$ cat config.mk
export PLATFORM = sky130hd
export DESIGN_NAME = gcsd_top
export DESIGN_NICKNAME = d
export VERILOG_FILES = /design/src/design/gcsd_pkg.sv /design/src/design/gcsd_top.sv /design/src/design/gcsd_chem_sum.sv
export VERILOG_INCLUDE_DIRS = /design/src /design/src/design
export SDC_FILE = /design/constraint.sdc
export NUM_CORES = 1
export LEC_CHECK = 0
export BUFFER_PORTS_ARGS = -buffer_cell sky130_fd_sc_hd__buf_4
export CAP_MARGIN = 20
export CORE_MARGIN = 2
export CORE_UTILIZATION = 33
export DETAILED_ROUTE_END_ITERATION = 12
export SLEW_MARGIN = 20
export SYNTH_ARGS = -nofsm -noshare
export SYNTH_HDL_FRONTEND = slang
export SYNTH_SLANG_ARGS = --single-unit
$ cat constraint.sdc
create_clock -name clk_i -period 2.7 [get_ports clk_i]
set_clock_uncertainty 0.1 [all_clocks]
set_input_delay 0.27 -clock clk_i [delete_from_list [all_inputs] [get_ports clk_i]]
set_output_delay 0.27 -clock clk_i [all_outputs]
set_load 0.02 [all_outputs]
$ cat src/design/gcsd_cfg.svh
// Constants for the control sub-command decoder: codes, status bit positions, timings.
// Assumes inclusion by the package and by the design modules through a plain include.
`ifndef GCSD_CFG_SVH
`define GCSD_CFG_SVH

// ==========================================================================
// Control command pair address and sub-command codes
// ==========================================================================
`define GCSD_CMD_CTRL_LO        8'h00
`define GCSD_CMD_CTRL_HI        8'h01
`define GCSD_SC_STATUS          16'h0000
`define GCSD_SC_DEV_TYPE        16'h0001
`define GCSD_SC_FW_REV          16'h0002
`define GCSD_SC_HW_REV          16'h0003
`define GCSD_SC_RESET_CNT       16'h0005
`define GCSD_SC_LAST_SC         16'h0007
`define GCSD_SC_CHEMISTRY_IDENTIFIER_QUERY         16'h0008
`define GCSD_SC_BOARD_CAL       16'h0009
`define GCSD_SC_CC_CAL          16'h000A
`define GCSD_SC_CC_STORE        16'h000B
`define GCSD_SC_FLASH_REV       16'h000C
`define GCSD_SC_ARM_DEEP        16'h0010
`define GCSD_SC_CHEM_CHK        16'h0017
`define GCSD_SC_CURRENT         16'h0018
`define GCSD_SC_SEAL            16'h0020
`define GCSD_SC_ALGO_START      16'h0021
`define GCSD_SC_CAL_TOGGLE      16'h002D
`define GCSD_SC_FULL_RESET      16'h0041
`define GCSD_SC_CAL_EXIT        16'h0080
`define GCSD_SC_CAL_ENTER       16'h0081
`define GCSD_SC_CAL_OFFSET      16'h0082
`define GCSD_LAST_SC_LIMIT      16'h0020

// ==========================================================================
// Status word, algorithm state and checksum result bit positions
// ==========================================================================
`define GCSD_ST_FAS             14
`define GCSD_ST_SS              13
`define GCSD_ST_CAL             12
`define GCSD_ST_CCA             11
`define GCSD_ST_BCA             10
`define GCSD_ST_CSV             9
`define GCSD_ST_DEEP            5
`define GCSD_ST_SLEEP           4
`define GCSD_ST_CPWR            3
`define GCSD_ST_RUPOFF          2
`define GCSD_ST_VOK             1
`define GCSD_ST_QEN             0
`define GCSD_ALGO_BIT           2
`define GCSD_CHK_MSB            15

// ==========================================================================
// Timing: wake clock stretch, least 6 ms
// ==========================================================================
`define GCSD_CLK_MHZ            125
`define GCSD_STRETCH_US         6000
`define GCSD_STRETCH_CYC        (`GCSD_STRETCH_US * `GCSD_CLK_MHZ)

`endif

$ cat src/design/gcsd_pkg.sv
// Types for the control sub-command decoder.
// Assumes gcsd_cfg.svh sits beside it.
`include "gcsd_cfg.svh"

package gcsd_pkg;

    // One decoded sub-command strobe with its code
    typedef struct packed {
        logic        valid;
        logic [15:0] code;
    } gcsd_cmd_t;

    // Calibration engine states
    typedef enum logic [2:0] {
        GCSD_CAL_IDLE  = 3'b001,
        GCSD_CAL_BOARD = 3'b010,
        GCSD_CAL_CC    = 3'b100
    } gcsd_cal_st_t;

    // Measurement side inputs
    typedef struct packed {
        logic [15:0] current;
        logic [15:0] offset_meas;
        logic        meas_done;
        logic        volt_fit;
        logic        sleep_det;
        logic        const_pwr;
        logic        rup_off;
    } gcsd_meas_t;

endpackage

$ cat src/design/gcsd_top.sv
// Control sub-command decoder of the gauge: takes the two-byte sub-command written
// to the control command pair, runs the function and returns data at the pair.
// Assumes the serial engine delivers byte writes and reads on this clock.
//
// Notes on behaviour
// - Control pair write carries sub-command to decode
// - Code 0000 returns status word, sealed or not, unless checksum lands that cycle
// - High byte: FULL_ACCESS_SEALED_FLAG,SS,CAL,CCA,BCA,CHECKSUM_VALID_FLAG flags
// - Low byte: deep,sleep,power,rup,volt,capacity
// - Identity and version codes returned at pair
// - Reset count returned, refused when sealed
// - Returns previous code, always below 0020
// - Board calibration holds its busy flag
// - Counter calibrate holds flag; store saves
// - Code 0010 arms deep sleep flag
// - Deep sleep stops link oscillator, drops
// - First two-wire message stretched 6-8 ms
// - Any traffic in deep sleep returns sleep
// - Checksum sums chemistry data, masks top
// - Top bit clear on match, set otherwise
// - Code 0020 seals the device
// - Algorithm start sets update bit, flags
// - Voltage flag drops on misfit; capacity sticky
// - Code 0041 full reset when unsealed
// - Sealed: only query and checksum codes
// - Code 0018 returns measured current
// - Calibration toggle, enter, leave; flag tracks
// - Offset reported only in calibration mode
// - Two byte transfers per command word
`timescale 1ns/10ps
`default_nettype none
`include "gcsd_cfg.svh"

module gcsd_top #(
    parameter int          STRETCH_CYC = `GCSD_STRETCH_CYC,
    parameter logic [15:0] DEV_TYPE    = 16'h0A5A, // Arbitrary identity value
    parameter logic [15:0] FW_REV      = 16'h0100,
    parameter logic [15:0] HW_REV      = 16'h0001,
    parameter logic [15:0] CHEMISTRY_IDENTIFIER_QUERY     = 16'h0010,
    parameter logic [15:0] FLASH_REV   = 16'h0001,
    parameter logic [14:0] CHEM_REF    = 15'h0000
) (
    // Clock and reset
    input  wire logic                clk_i,
    input  wire logic                rstn_i,
    // Byte access to the control command pair
    input  wire logic                wr_i,
    input  wire logic [7:0]          addr_i,
    input  wire logic [7:0]          wdata_i,
    output logic [15:0]              ctrl_pair_o,
    // Link activity and power
    input  wire logic                link_act_i,
    input  wire logic                link_is_i2c_i,
    output logic                     osc_run_o,
    output logic                     stretch_o,
    output logic                     drop_msg_o,
    // Measurement side
    input  wire gcsd_pkg::gcsd_meas_t meas_i,
    output logic                     full_reset_o,
    output logic [15:0]              counter_offset_calibrate_o,
    output logic [15:0]              board_offset_o,
    output logic [7:0]               algo_state_o
);
    import gcsd_pkg::*;

    typedef struct packed {
        logic [7:0]   lo_byte;
        gcsd_cmd_t    cmd;
        logic [15:0]  pair;
        logic [15:0]  last_sc;
        logic [15:0]  reset_cnt;
        logic         sealed;
        logic         cal_mode;
        gcsd_cal_st_t cal_st;
        logic [15:0]  cc_tmp;
        logic [15:0]  cc_off;
        logic [15:0]  brd_off;
        logic         checksum_valid_flag;
        logic         deep_arm;
        logic         sleep;
        logic         deep;
        logic         voltage_fit_flag;
        logic         capacity_update_on_flag;
        logic [7:0]   algo;
        logic         full_reset;
        logic         chk_wait;
        logic         stretch;
        logic         drop;
        logic [31:0]  st_cnt;
    } gcsd_state_t;

    gcsd_state_t s_r;
    gcsd_state_t s_nxt;
    logic        act_m;
    logic        act_s;
    logic        act_d;
    logic        chk_start;
    logic        chk_done;
    logic [15:0] chk_res;
    logic [15:0] status_w;
    logic        allowed;

    // ======================================================================
    // Link activity synchroniser; first stage read only by second
    // ======================================================================
    always_ff @(posedge clk_i or negedge rstn_i) begin
        if (!rstn_i) begin
            act_m <= 1'b0;
            act_s <= 1'b0;
            act_d <= 1'b0;
        end else begin
            act_m <= link_act_i;
            act_s <= act_m;
            act_d <= act_s;
        end
    end

    // ======================================================================
    // Status word assembly
    // ======================================================================
    always_comb begin
        status_w                   = 16'h0000;
        status_w[`GCSD_ST_FAS]    = s_r.sealed;
        status_w[`GCSD_ST_SS]     = s_r.sealed;
        status_w[`GCSD_ST_CAL]    = s_r.cal_mode;
        status_w[`GCSD_ST_CCA]    = (s_r.cal_st == GCSD_CAL_CC);
        status_w[`GCSD_ST_BCA]    = (s_r.cal_st == GCSD_CAL_BOARD);
        status_w[`GCSD_ST_CSV]    = s_r.checksum_valid_flag;
        status_w[`GCSD_ST_DEEP]   = s_r.deep_arm;
        status_w[`GCSD_ST_SLEEP]  = s_r.sleep;
        status_w[`GCSD_ST_CPWR]   = meas_i.const_pwr;
        status_w[`GCSD_ST_RUPOFF] = meas_i.rup_off;
        status_w[`GCSD_ST_VOK]    = s_r.voltage_fit_flag;
        status_w[`GCSD_ST_QEN]    = s_r.capacity_update_on_flag;
    end

    // Sealed state admits only the query set and the checksum code
    always_comb begin
        unique case (s_r.cmd.code)
            `GCSD_SC_STATUS, `GCSD_SC_DEV_TYPE, `GCSD_SC_FW_REV, `GCSD_SC_HW_REV,
            `GCSD_SC_CHEMISTRY_IDENTIFIER_QUERY, `GCSD_SC_FLASH_REV, `GCSD_SC_CHEM_CHK,
            `GCSD_SC_CURRENT: allowed = 1'b1;
            default:          allowed = !s_r.sealed;
        endcase
    end

    assign chk_start = s_r.cmd.valid && allowed && !s_r.chk_wait && (s_r.cmd.code == `GCSD_SC_CHEM_CHK);

    // ======================================================================
    // Decode and execute
    // ======================================================================
    always_comb begin
        s_nxt            = s_r;
        s_nxt.cmd.valid  = 1'b0;
        s_nxt.full_reset = 1'b0;
        s_nxt.drop       = 1'b0;
        // Byte writes: low then high forms the word
        if (wr_i && addr_i == `GCSD_CMD_CTRL_LO) begin
            s_nxt.lo_byte = wdata_i;
        end else if (wr_i && addr_i == `GCSD_CMD_CTRL_HI) begin
            s_nxt.cmd.valid = 1'b1;
            s_nxt.cmd.code  = {wdata_i, s_r.lo_byte};
        end
        // Calibration ends on measurement done; a new start in that cycle wins
        if (s_r.cal_st != GCSD_CAL_IDLE && meas_i.meas_done) begin
            if (s_r.cal_st == GCSD_CAL_BOARD) begin
                s_nxt.brd_off = meas_i.offset_meas;
            end else begin
                s_nxt.cc_tmp = meas_i.offset_meas;
            end
            s_nxt.cal_st = GCSD_CAL_IDLE;
        end
        if (s_r.cmd.valid && allowed) begin
            if (s_r.cmd.code < `GCSD_LAST_SC_LIMIT) begin
                s_nxt.last_sc = s_r.cmd.code;
            end
            unique case (s_r.cmd.code)
                `GCSD_SC_STATUS:    s_nxt.pair = status_w;
                `GCSD_SC_DEV_TYPE:  s_nxt.pair = DEV_TYPE;
                `GCSD_SC_FW_REV:    s_nxt.pair = FW_REV;
                `GCSD_SC_HW_REV:    s_nxt.pair = HW_REV;
                `GCSD_SC_CHEMISTRY_IDENTIFIER_QUERY:   s_nxt.pair = CHEMISTRY_IDENTIFIER_QUERY;
                `GCSD_SC_FLASH_REV: s_nxt.pair = FLASH_REV;
                `GCSD_SC_RESET_CNT: s_nxt.pair = s_r.reset_cnt;
                `GCSD_SC_LAST_SC:   s_nxt.pair = s_r.last_sc;
                `GCSD_SC_CURRENT:   s_nxt.pair = meas_i.current;
                `GCSD_SC_BOARD_CAL: s_nxt.cal_st = GCSD_CAL_BOARD;
                `GCSD_SC_CC_CAL:    s_nxt.cal_st = GCSD_CAL_CC;
                `GCSD_SC_CC_STORE:  s_nxt.cc_off = s_r.cc_tmp;
                `GCSD_SC_ARM_DEEP:  s_nxt.deep_arm = 1'b1;
                `GCSD_SC_CHEM_CHK:  s_nxt.chk_wait = 1'b1;
                `GCSD_SC_SEAL:      s_nxt.sealed = 1'b1;
                `GCSD_SC_ALGO_START: begin
                    s_nxt.algo[`GCSD_ALGO_BIT] = 1'b1;
                    s_nxt.voltage_fit_flag = 1'b1;
                    s_nxt.capacity_update_on_flag = 1'b1;
                end
                `GCSD_SC_CAL_TOGGLE: s_nxt.cal_mode = !s_r.cal_mode;
                `GCSD_SC_CAL_ENTER:  s_nxt.cal_mode = 1'b1;
                `GCSD_SC_CAL_EXIT:   s_nxt.cal_mode = 1'b0;
                `GCSD_SC_CAL_OFFSET: if (s_r.cal_mode) begin
                    s_nxt.pair = s_r.cc_off;
                end
                `GCSD_SC_FULL_RESET: begin
                    s_nxt.full_reset = 1'b1;
                    s_nxt.reset_cnt  = s_r.reset_cnt + 16'h0001;
                end
                default: ;
            endcase
        end
        // Checksum result lands at the pair
        if (chk_done) begin
            s_nxt.pair     = chk_res;
            s_nxt.checksum_valid_flag      = !chk_res[`GCSD_CHK_MSB];
            s_nxt.chk_wait = 1'b0;
        end
        // Voltage fit flag drops when unsuitable; capacity flag is sticky
        if (s_r.voltage_fit_flag && !meas_i.volt_fit) begin
            s_nxt.voltage_fit_flag = 1'b0;
        end
        // Power states
        s_nxt.sleep = meas_i.sleep_det || (s_r.sleep && !act_s);
        if (meas_i.sleep_det && s_r.deep_arm) begin
            s_nxt.deep = 1'b1;
        end
        // Wake on first traffic; stretch or drop that message
        if (s_r.deep && act_s && !act_d) begin
            s_nxt.deep     = 1'b0;
            s_nxt.deep_arm = 1'b0;
            s_nxt.sleep    = 1'b1;
            s_nxt.drop     = !link_is_i2c_i;
            s_nxt.stretch  = link_is_i2c_i;
            s_nxt.st_cnt   = 32'(STRETCH_CYC);
        end else if (s_r.stretch) begin
            if (s_r.st_cnt <= 32'd1) begin
                s_nxt.stretch = 1'b0;
            end
            s_nxt.st_cnt = s_r.st_cnt - 32'd1;
        end
    end

    always_ff @(posedge clk_i or negedge rstn_i) begin
        if (!rstn_i) begin
            s_r        <= '0;
            s_r.cal_st <= GCSD_CAL_IDLE;
        end else begin
            s_r <= s_nxt;
        end
    end

    // ======================================================================
    // Checksum engine
    // ======================================================================
    gcsd_chem_sum #(
        .N_WORDS (8),
        .SEED    (16'h1234)
    ) u_chem_sum (
        .clk_i    (clk_i),
        .rstn_i   (rstn_i),
        .start_i  (chk_start),
        .ref_i    (CHEM_REF),
        .done_o   (chk_done),
        .result_o (chk_res)
    );

    // Outputs straight from state flops
    assign ctrl_pair_o    = s_r.pair;
    assign osc_run_o      = !s_r.deep;
    assign stretch_o      = s_r.stretch;
    assign drop_msg_o     = s_r.drop;
    assign full_reset_o   = s_r.full_reset;
    assign counter_offset_calibrate_o    = s_r.cc_off;
    assign board_offset_o = s_r.brd_off;
    assign algo_state_o   = s_r.algo;
endmodule
`default_nettype wire

$ cat src/design/gcsd_chem_sum.sv
// Chemistry checksum engine: sums static chemistry words from a small table.
// Assumes a start pulse on the same clock; table contents are parameters.
`timescale 1ns/10ps
`default_nettype none

module gcsd_chem_sum #(
    parameter int          N_WORDS = 8,
    parameter logic [15:0] SEED    = 16'h1234
) (
    // Clock and reset
    input  wire logic        clk_i,
    input  wire logic        rstn_i,
    // Control
    input  wire logic        start_i,
    input  wire logic [14:0] ref_i,
    // Result
    output logic             done_o,
    output logic [15:0]      result_o
);
    import gcsd_pkg::*;

    typedef struct packed {
        logic        busy;
        logic [7:0]  idx;
        logic [15:0] acc;
        logic        done;
        logic [15:0] res;
    } gcsd_sum_st_t;

    gcsd_sum_st_t s_r;
    gcsd_sum_st_t s_nxt;
    logic [15:0]  table_w [N_WORDS];

    // ======================================================================
    // Static chemistry table, one word per entry
    // ======================================================================
    for (genvar g = 0; g < N_WORDS; g++) begin : g_tab
        assign table_w[g] = SEED + 16'(g * 16'h0101);
    end

    // ======================================================================
    // Sum, mask top bit, compare with reference
    // ======================================================================
    always_comb begin
        s_nxt      = s_r;
        s_nxt.done = 1'b0;
        if (start_i && !s_r.busy) begin
            s_nxt.busy = 1'b1;
            s_nxt.idx  = 8'h00;
            s_nxt.acc  = 16'h0000;
        end else if (s_r.busy) begin
            if (s_r.idx == 8'(N_WORDS)) begin
                s_nxt.busy = 1'b0;
                s_nxt.done = 1'b1;
                s_nxt.res  = {(s_r.acc[14:0] != ref_i), s_r.acc[14:0]};
            end else begin
                s_nxt.acc = s_r.acc + table_w[s_r.idx[$clog2(N_WORDS)-1:0]];
                s_nxt.idx = s_r.idx + 8'h01;
            end
        end
    end

    always_ff @(posedge clk_i or negedge rstn_i) begin
        if (!rstn_i) begin
            s_r <= '0;
        end else begin
            s_r <= s_nxt;
        end
    end

    assign done_o   = s_r.done;
    assign result_o = s_r.res;
endmodule
`default_nettype wire

After elaboration in Yosys (flattened, before gate mapping) --
Memory sizes are Yosys's and may differ from the RTL's. Index checks and enable logic that the tools add are counted.
Storage, ports and cells: flip-flop bits (word level) 213, ROM bits 128, input port bits 58, output and inout port bits 60, logic and storage cells 163, memories 1
Memory list:
- (name not given) | words 8, width 16, read ports 1, clocked after Yosys merged registers in 0, write ports 0, RTL line gcsd_chem_sum.sv:57 | s_nxt.acc = s_r.acc + table_w[s_r.idx[$clog2(N_WORDS)-1:0]];
Cells by class: add/subtract/negate cells 4, magnitude comparators 3, equal/unequal tests 27, multiplexer cells 39, bitwise operators 4, reductions and logical operators 54
Operators with widths (number):
- case mux 16 bit (9 select lines) | 1
- 2-to-1 mux 16 bit | 7
- == test 16 x 4 -> 1 bit (second input constant) | 5
- 2-to-1 mux 17 bit | 4
- 2-to-1 mux 32 bit | 2
- 2-to-1 mux 53 bit | 1
- == test 16 x 5 -> 1 bit (second input constant) | 3
- == test 16 x 6 -> 1 bit (second input constant) | 3
- == test 16 x 8 -> 1 bit (second input constant) | 3
- 2-to-1 mux 42 bit | 1
- == test 16 x 2 -> 1 bit (second input constant) | 2
- == test 16 x 3 -> 1 bit (second input constant) | 2
- <= comparator 32 x 1 -> 1 bit (second input constant) | 1
- subtractor 32 x 1 -> 32 bit (second input constant) | 1
- AND reduction 2 bit | 13
- 2-to-1 mux 25 bit | 1
- 2-to-1 mux 24 bit | 1
- 2-to-1 mux 19 bit | 1
- nonzero test 2 bit | 9
- adder 16 x 1 -> 16 bit (second input constant) | 1
- adder 16 bit | 1
- == test 16 x 1 -> 1 bit (second input constant) | 1
- == test 16 x 7 -> 1 bit (second input constant) | 1
- logical NOT 16 bit | 1
- other kinds (27) | 65

Longest topological paths before layout --
depth in word-level cells 9, gate-level depth with buffers 9, gate-level depth less buffers 8

By module --
A second synthesis with hierarchy kept.
Second synthesis, totals: cell total of the unflattened synthesis 1034, area, all modules 10841.6 um2
By module, submodules not included:
- gcsd_top | instances 1, cells each 793, area an instance 8404.3 um2, sequential area each 4280.4 um2
- gcsd_chem_sum | instances 1, cells each 241, area an instance 2437.3 um2, sequential area each 1026.0 um2

Worst setup path after synthesis --
OpenSTA, ideal clock, no wires.
kind flip-flop to flip-flop, start register s_r[156] (netlist bit), end register s_r, in the netlist counter_offset_calibrate_o[10], library setup time 0.125 ns, data arrival time 2.626 ns, data required time 2.475 ns, path slack -0.151 ns, stages on the path, launching flop included 10, buffers on the path 3, clock period less this slack 2.851 ns, cell sequence dfrtp_1 -> buf_6 -> or4_4 -> o32a_1 -> o2111a_2 -> nor3_4 -> and3_1 -> buf_6 -> buf_12 -> mux2_4
On the way: word-level cells in the longest chain between the ends 5, elaborated cells between the ends (all ways) 13, classes of those cells eq/ne (8); mux (1); reduce/logical (4)
Ends and longest elaborated chain:
- from (decl) | RTL line gcsd_top.sv:92 | gcsd_state_t s_r;
- from (signal assigned) | RTL line gcsd_top.sv:247 | s_r <= s_nxt;
- == test 16 x 5 -> 1 bit, or another cell as far along | RTL line gcsd_top.sv:139 | unique case (s_r.cmd.code)
- OR reduction 8 bit | RTL line gcsd_top.sv:139
- 2-to-1 mux 1 bit | RTL line gcsd_top.sv:139
- logical AND 1 bit | RTL line gcsd_top.sv:173 | if (s_r.cmd.valid && allowed) begin
- AND reduction 2 bit (no line) (*)
Mark *: on every way between the ends. The rest lies on a longest branch, timed or not. A chain may end at the register's enable or synchronous reset.

Worst setup path in the final report --
start register s_r[158] (netlist bit), end register s_r, in the netlist counter_offset_calibrate_o[6]
Same word-level chain as after synthesis.

==> metrics.md <==
| Metric | Value |
|---|---|
| Initial antenna violation count | `0` |
| Setup TNS | `0 ns` |
| Final period util | `0.978` |
| M2 GR Usage | `0.272` |
| Storage cell area | `approximately 0.0053 sq mm` |
| Iter 0 DRT Violations | `519` |
| Internal Power | `5.66 mW` |
| Final wirelength | `approximately 27000 um` |
| Fin Hold WS | `0.0538 ns` |
| Fill cell count | `2943` |
| Fmax | `0.379 GHz` |
| Synth area leaders | `dfrtp_1 51%, mux2_2 7.4%, buf_4 4.0%` |
| Data arrival, critical path | `2.96 ns` |
| Routed via count | `7949` |
| Period minus WS final | `~2.6 ns` |
| Non-Filler Instances | `around 1600` |
| CTS root buf | `clkbuf_16` |
| Layout Nets | `1208` |
| WHS Path Cells | `3` |
| CTS Buf Count | `25` |
| Area of the multi-input gates | `0.00451 sq mm` |
| Min-Delay Endpoint | `ctrl_pair_o[6]$_DFFE_PN0P_` |
| Hpwl dp | `19600 um` |
| Largest stage delay, worst path | `0.54 ns` |
| Post-route cell area | `around 0.013 sq mm` |
| Total power density per cell area | `565 mW/mm^2` |
| Crit path max-delay cell type | `or4_4` |
| RSZ-0062 raised after global routing | `yes` |
| Maximum level of the CTS H-tree | `1` |
| Clock transition at path regs | `0.06 ns` |
| R2R Setup Slk | `0.06 ns` |
| CTS tree | `built` |
| Met1 usage | `0.228` |
| Comb power frac | `0.092` |
| First-pass DRT Iterations | `6` |
| Wirelength per Cell | `17.5 um` |
| CP required | `3.01 ns` |
| Rel. slew slack | `0.527` |
| Dpl ws | `-0.0110 ns` |
| Post-route DRC | `0` |
| Post-synth EDFFs | `0` |
| Crit end category | `register` |
| Fin. Hold Viols | `0` |
| Async set-or-reset flop fraction in the synthesized netlist | `1.00` |
| Sw Ratio | `0.233` |
| Met3 usage | `0.0235` |
| #FFs+latches synth | `212` |
| Post-Syn Area per Cell | `10.7 sq um` |
| RR Startpoint | `s_r[158]$_DFFE_PN0P_` |
| # setup viols final | `0` |
| Num Clock Sinks | `212` |
| Core area | `0.0313 sq mm` |
| CP Launch Type | `register` |
| Top cells by instance count after synthesis | `211 x dfrtp_1, 103 x nand2_1, 69 x mux2_2` |
| # IOs | `118` |
| Global-route wire length before repair | `44100 um` |
| Worst-path cell chain | `or4_4, o32a_1, o2111a_2, nor3_4, and3_4, clkbuf_16, mux2_4` |
| Synth Warn # | `0` |
| Critical hold path startpoint | `meas_i[27]` |
| Synthesized cell area | `0.0104 sq mm` |
| Port bufs | `110` |
| Critical path's top delay family | `simple AND/OR/NAND/NOR gates` |
| Count of different cell masters after synthesis | `78` |
| Total track usage | `0.166` |
| Row count | `65` |
| Area Growth Syn to Fin | `25.3%` |
| Diode count | `0` |
| Max-slew violation count | `0` |
| Net Switching | `1.72 mW` |
| Post-Syn Instances | `just under 1000` |
| Worst skew pair latency | `0.53 ns` |
| ANT nets after route | `0` |
| Synth top area share | `0.506` |
| Die Y | `182 um` |
| Routability cong. | `0.907` |
| Sequential Power Share | `0.457` |
| Setup ws final | `just under 0.06 ns` |
| Worst R2R Path Depth | `7` |
| Share of cells above drive strength 1 | `0.295` |
| Leakage | `roughly 6.1 nW` |
| Chip Width | `182 um` |
| Hold Path Class | `in -> reg` |
| Crit Path Class | `reg -> reg` |
| Count leader, synth | `dfrtp_1` |
| Status | `complete, no violations` |
| Placed inst area | `0.0119 sq mm` |
| Fin util | `0.418` |
| Die Area | `0.0330 sq mm` |
| Crit path buf inv count | `1` |
| Starting Density | `0.333` |
| Max cap viols | `0` |
| Vias in the first global route | `7974` |
| Largest area contributor in the netlist | `dfrtp_1` |
| FF-to-FF End | `counter_offset_calibrate_o[6]$_DFFE_PN0P_` |
| CTS max path bufs | `3` |
| Clock power frac | `0.451` |
| Worst VDD drop | `0.403 mV` |
| Tot Pwr | `7.38 mW` |
| Top FF cell, synth | `dfrtp_1` |
| CP Max Fanout | `8` |
| Vias/cell | `between 5 and 6` |
| Seq/Total Area, Yosys | `0.509` |
| Total grt overflow | `0` |
| Slew @ Worst Pin | `0.700 ns` |
| Dpl cells | `1477` |
| Largest net degree at the start of global routing | `68` |
| GRT busiest layer | `met2` |
-- power groups by stage --
stage	logic [mW]	clock network (mW)	registers, mW
6_report	0.677	3.33	3.38
5_1_grt	0.736	3.54	3.39
4_1_cts	0.679	3.41	3.38
3_5_place_dp	0.640	0	3.43
3_3_place_gp	0.629	0	3.43
2_1_floorplan	0.359	0	3.40
-- how the worst max path moves through the flow --
stage / from / endpoint / cells after the start
2_1_floorplan: s_r[157]$_DFFE_PN0P_ / counter_offset_calibrate_o[10]$_DFFE_PN0P_ / 9
3_3_place_gp: s_r[158]$_DFFE_PN0P_ / counter_offset_calibrate_o[2]$_DFFE_PN0P_ / 7
3_5_place_dp: u_chem_sum.s_r[17]$_DFFE_PN0P_ / u_chem_sum.s_r[31]$_DFFE_PN0P_ / 9
4_1_cts: u_chem_sum.s_r[17]$_DFFE_PN0P_ / u_chem_sum.s_r[31]$_DFFE_PN0P_ / 9
5_1_grt: s_r[155]$_DFFE_PN0P_ / ctrl_pair_o[15]$_DFFE_PN0P_ / 8
6_report: s_r[158]$_DFFE_PN0P_ / counter_offset_calibrate_o[6]$_DFFE_PN0P_ / 7
-- flip-flops by register name, indices dropped and copies added (netlist names) --
register                    cells
drop_msg_o                      1
act_m                           1
act_d                           1
counter_offset_calibrate_o     16
u_chem_sum.result_o            16
stretch_o                       1
algo_state_o                    1
board_offset_o                 16
u_chem_sum.s_r                 24
full_reset_o                    1
s_r                           116
ctrl_pair_o                    16
u_chem_sum.done_o               1
act_s                           1
-- layout make-up --
type | count | area share
repair buffers | 228 | 0.143
clock buffers | 37 | 0.0559
clock inverters | 5 | 0.00603
inverters | 21 | 0.00603
multi-input cells | 647 | 0.345
well taps | 402 | 0.0385
flip-flops and latches | 212 | 0.406
-- what timing repair did --
item,4_1_cts,5_1_grt
setup endpoints to repair,1,26
resized for setup,1,11
hold endpoints to repair,118,0
gates cloned,0,1
pin swaps,0,2
buffers inserted,0,1
hold buffers,31,0
-- tightest hold or removal path, stage by stage --
cell,delay [ns]
buf_4,0.09
a221o_1,0.17
a21o_1,0.12
-- per-layer routing --
layer / up-vias / part of all wire
li1: 3764 / -
met1: 3965 / 0.45
met2: 172 / 0.48
met3: 48 / 0.044
met4: 0 / 0.025
met5: - / 0
-- cells by family after synthesis --
family / synth area share
compound gates: 0.102
xor+xnor: 0.0479
fa+ha+maj: 0.0187
buf+inv: 0.0668
flops: 0.509
mux: 0.0908
other cells: 0.000359
simple gates: 0.165
-- cell usage in the layout (no fill, tap or decap), types with 7 or more instances in the layout --
cell type,count
dfrtp_1,209
buf_4,191
nand2_1,103
mux2_2,69
nor2_1,67
dlygate4sd3_1,31
a21oi_1,30
xnor2_1,29
xor2_1,28
clkbuf_16,26
nor3_1,23
nor4_1,22
inv_1,20
o21ai_0,20
nand3_1,16
and2_1,15
and3_1,14
ha_1,14
or3_1,12
a222oi_1,11
a31oi_1,10
nand4_1,10
mux2_4,10
or4_1,9
a21o_1,9
o22ai_1,9
o31ai_1,8
a22oi_1,8
or2_2,7
conb_1,7
No activity file was read; power rests on OpenSTA's default activity.
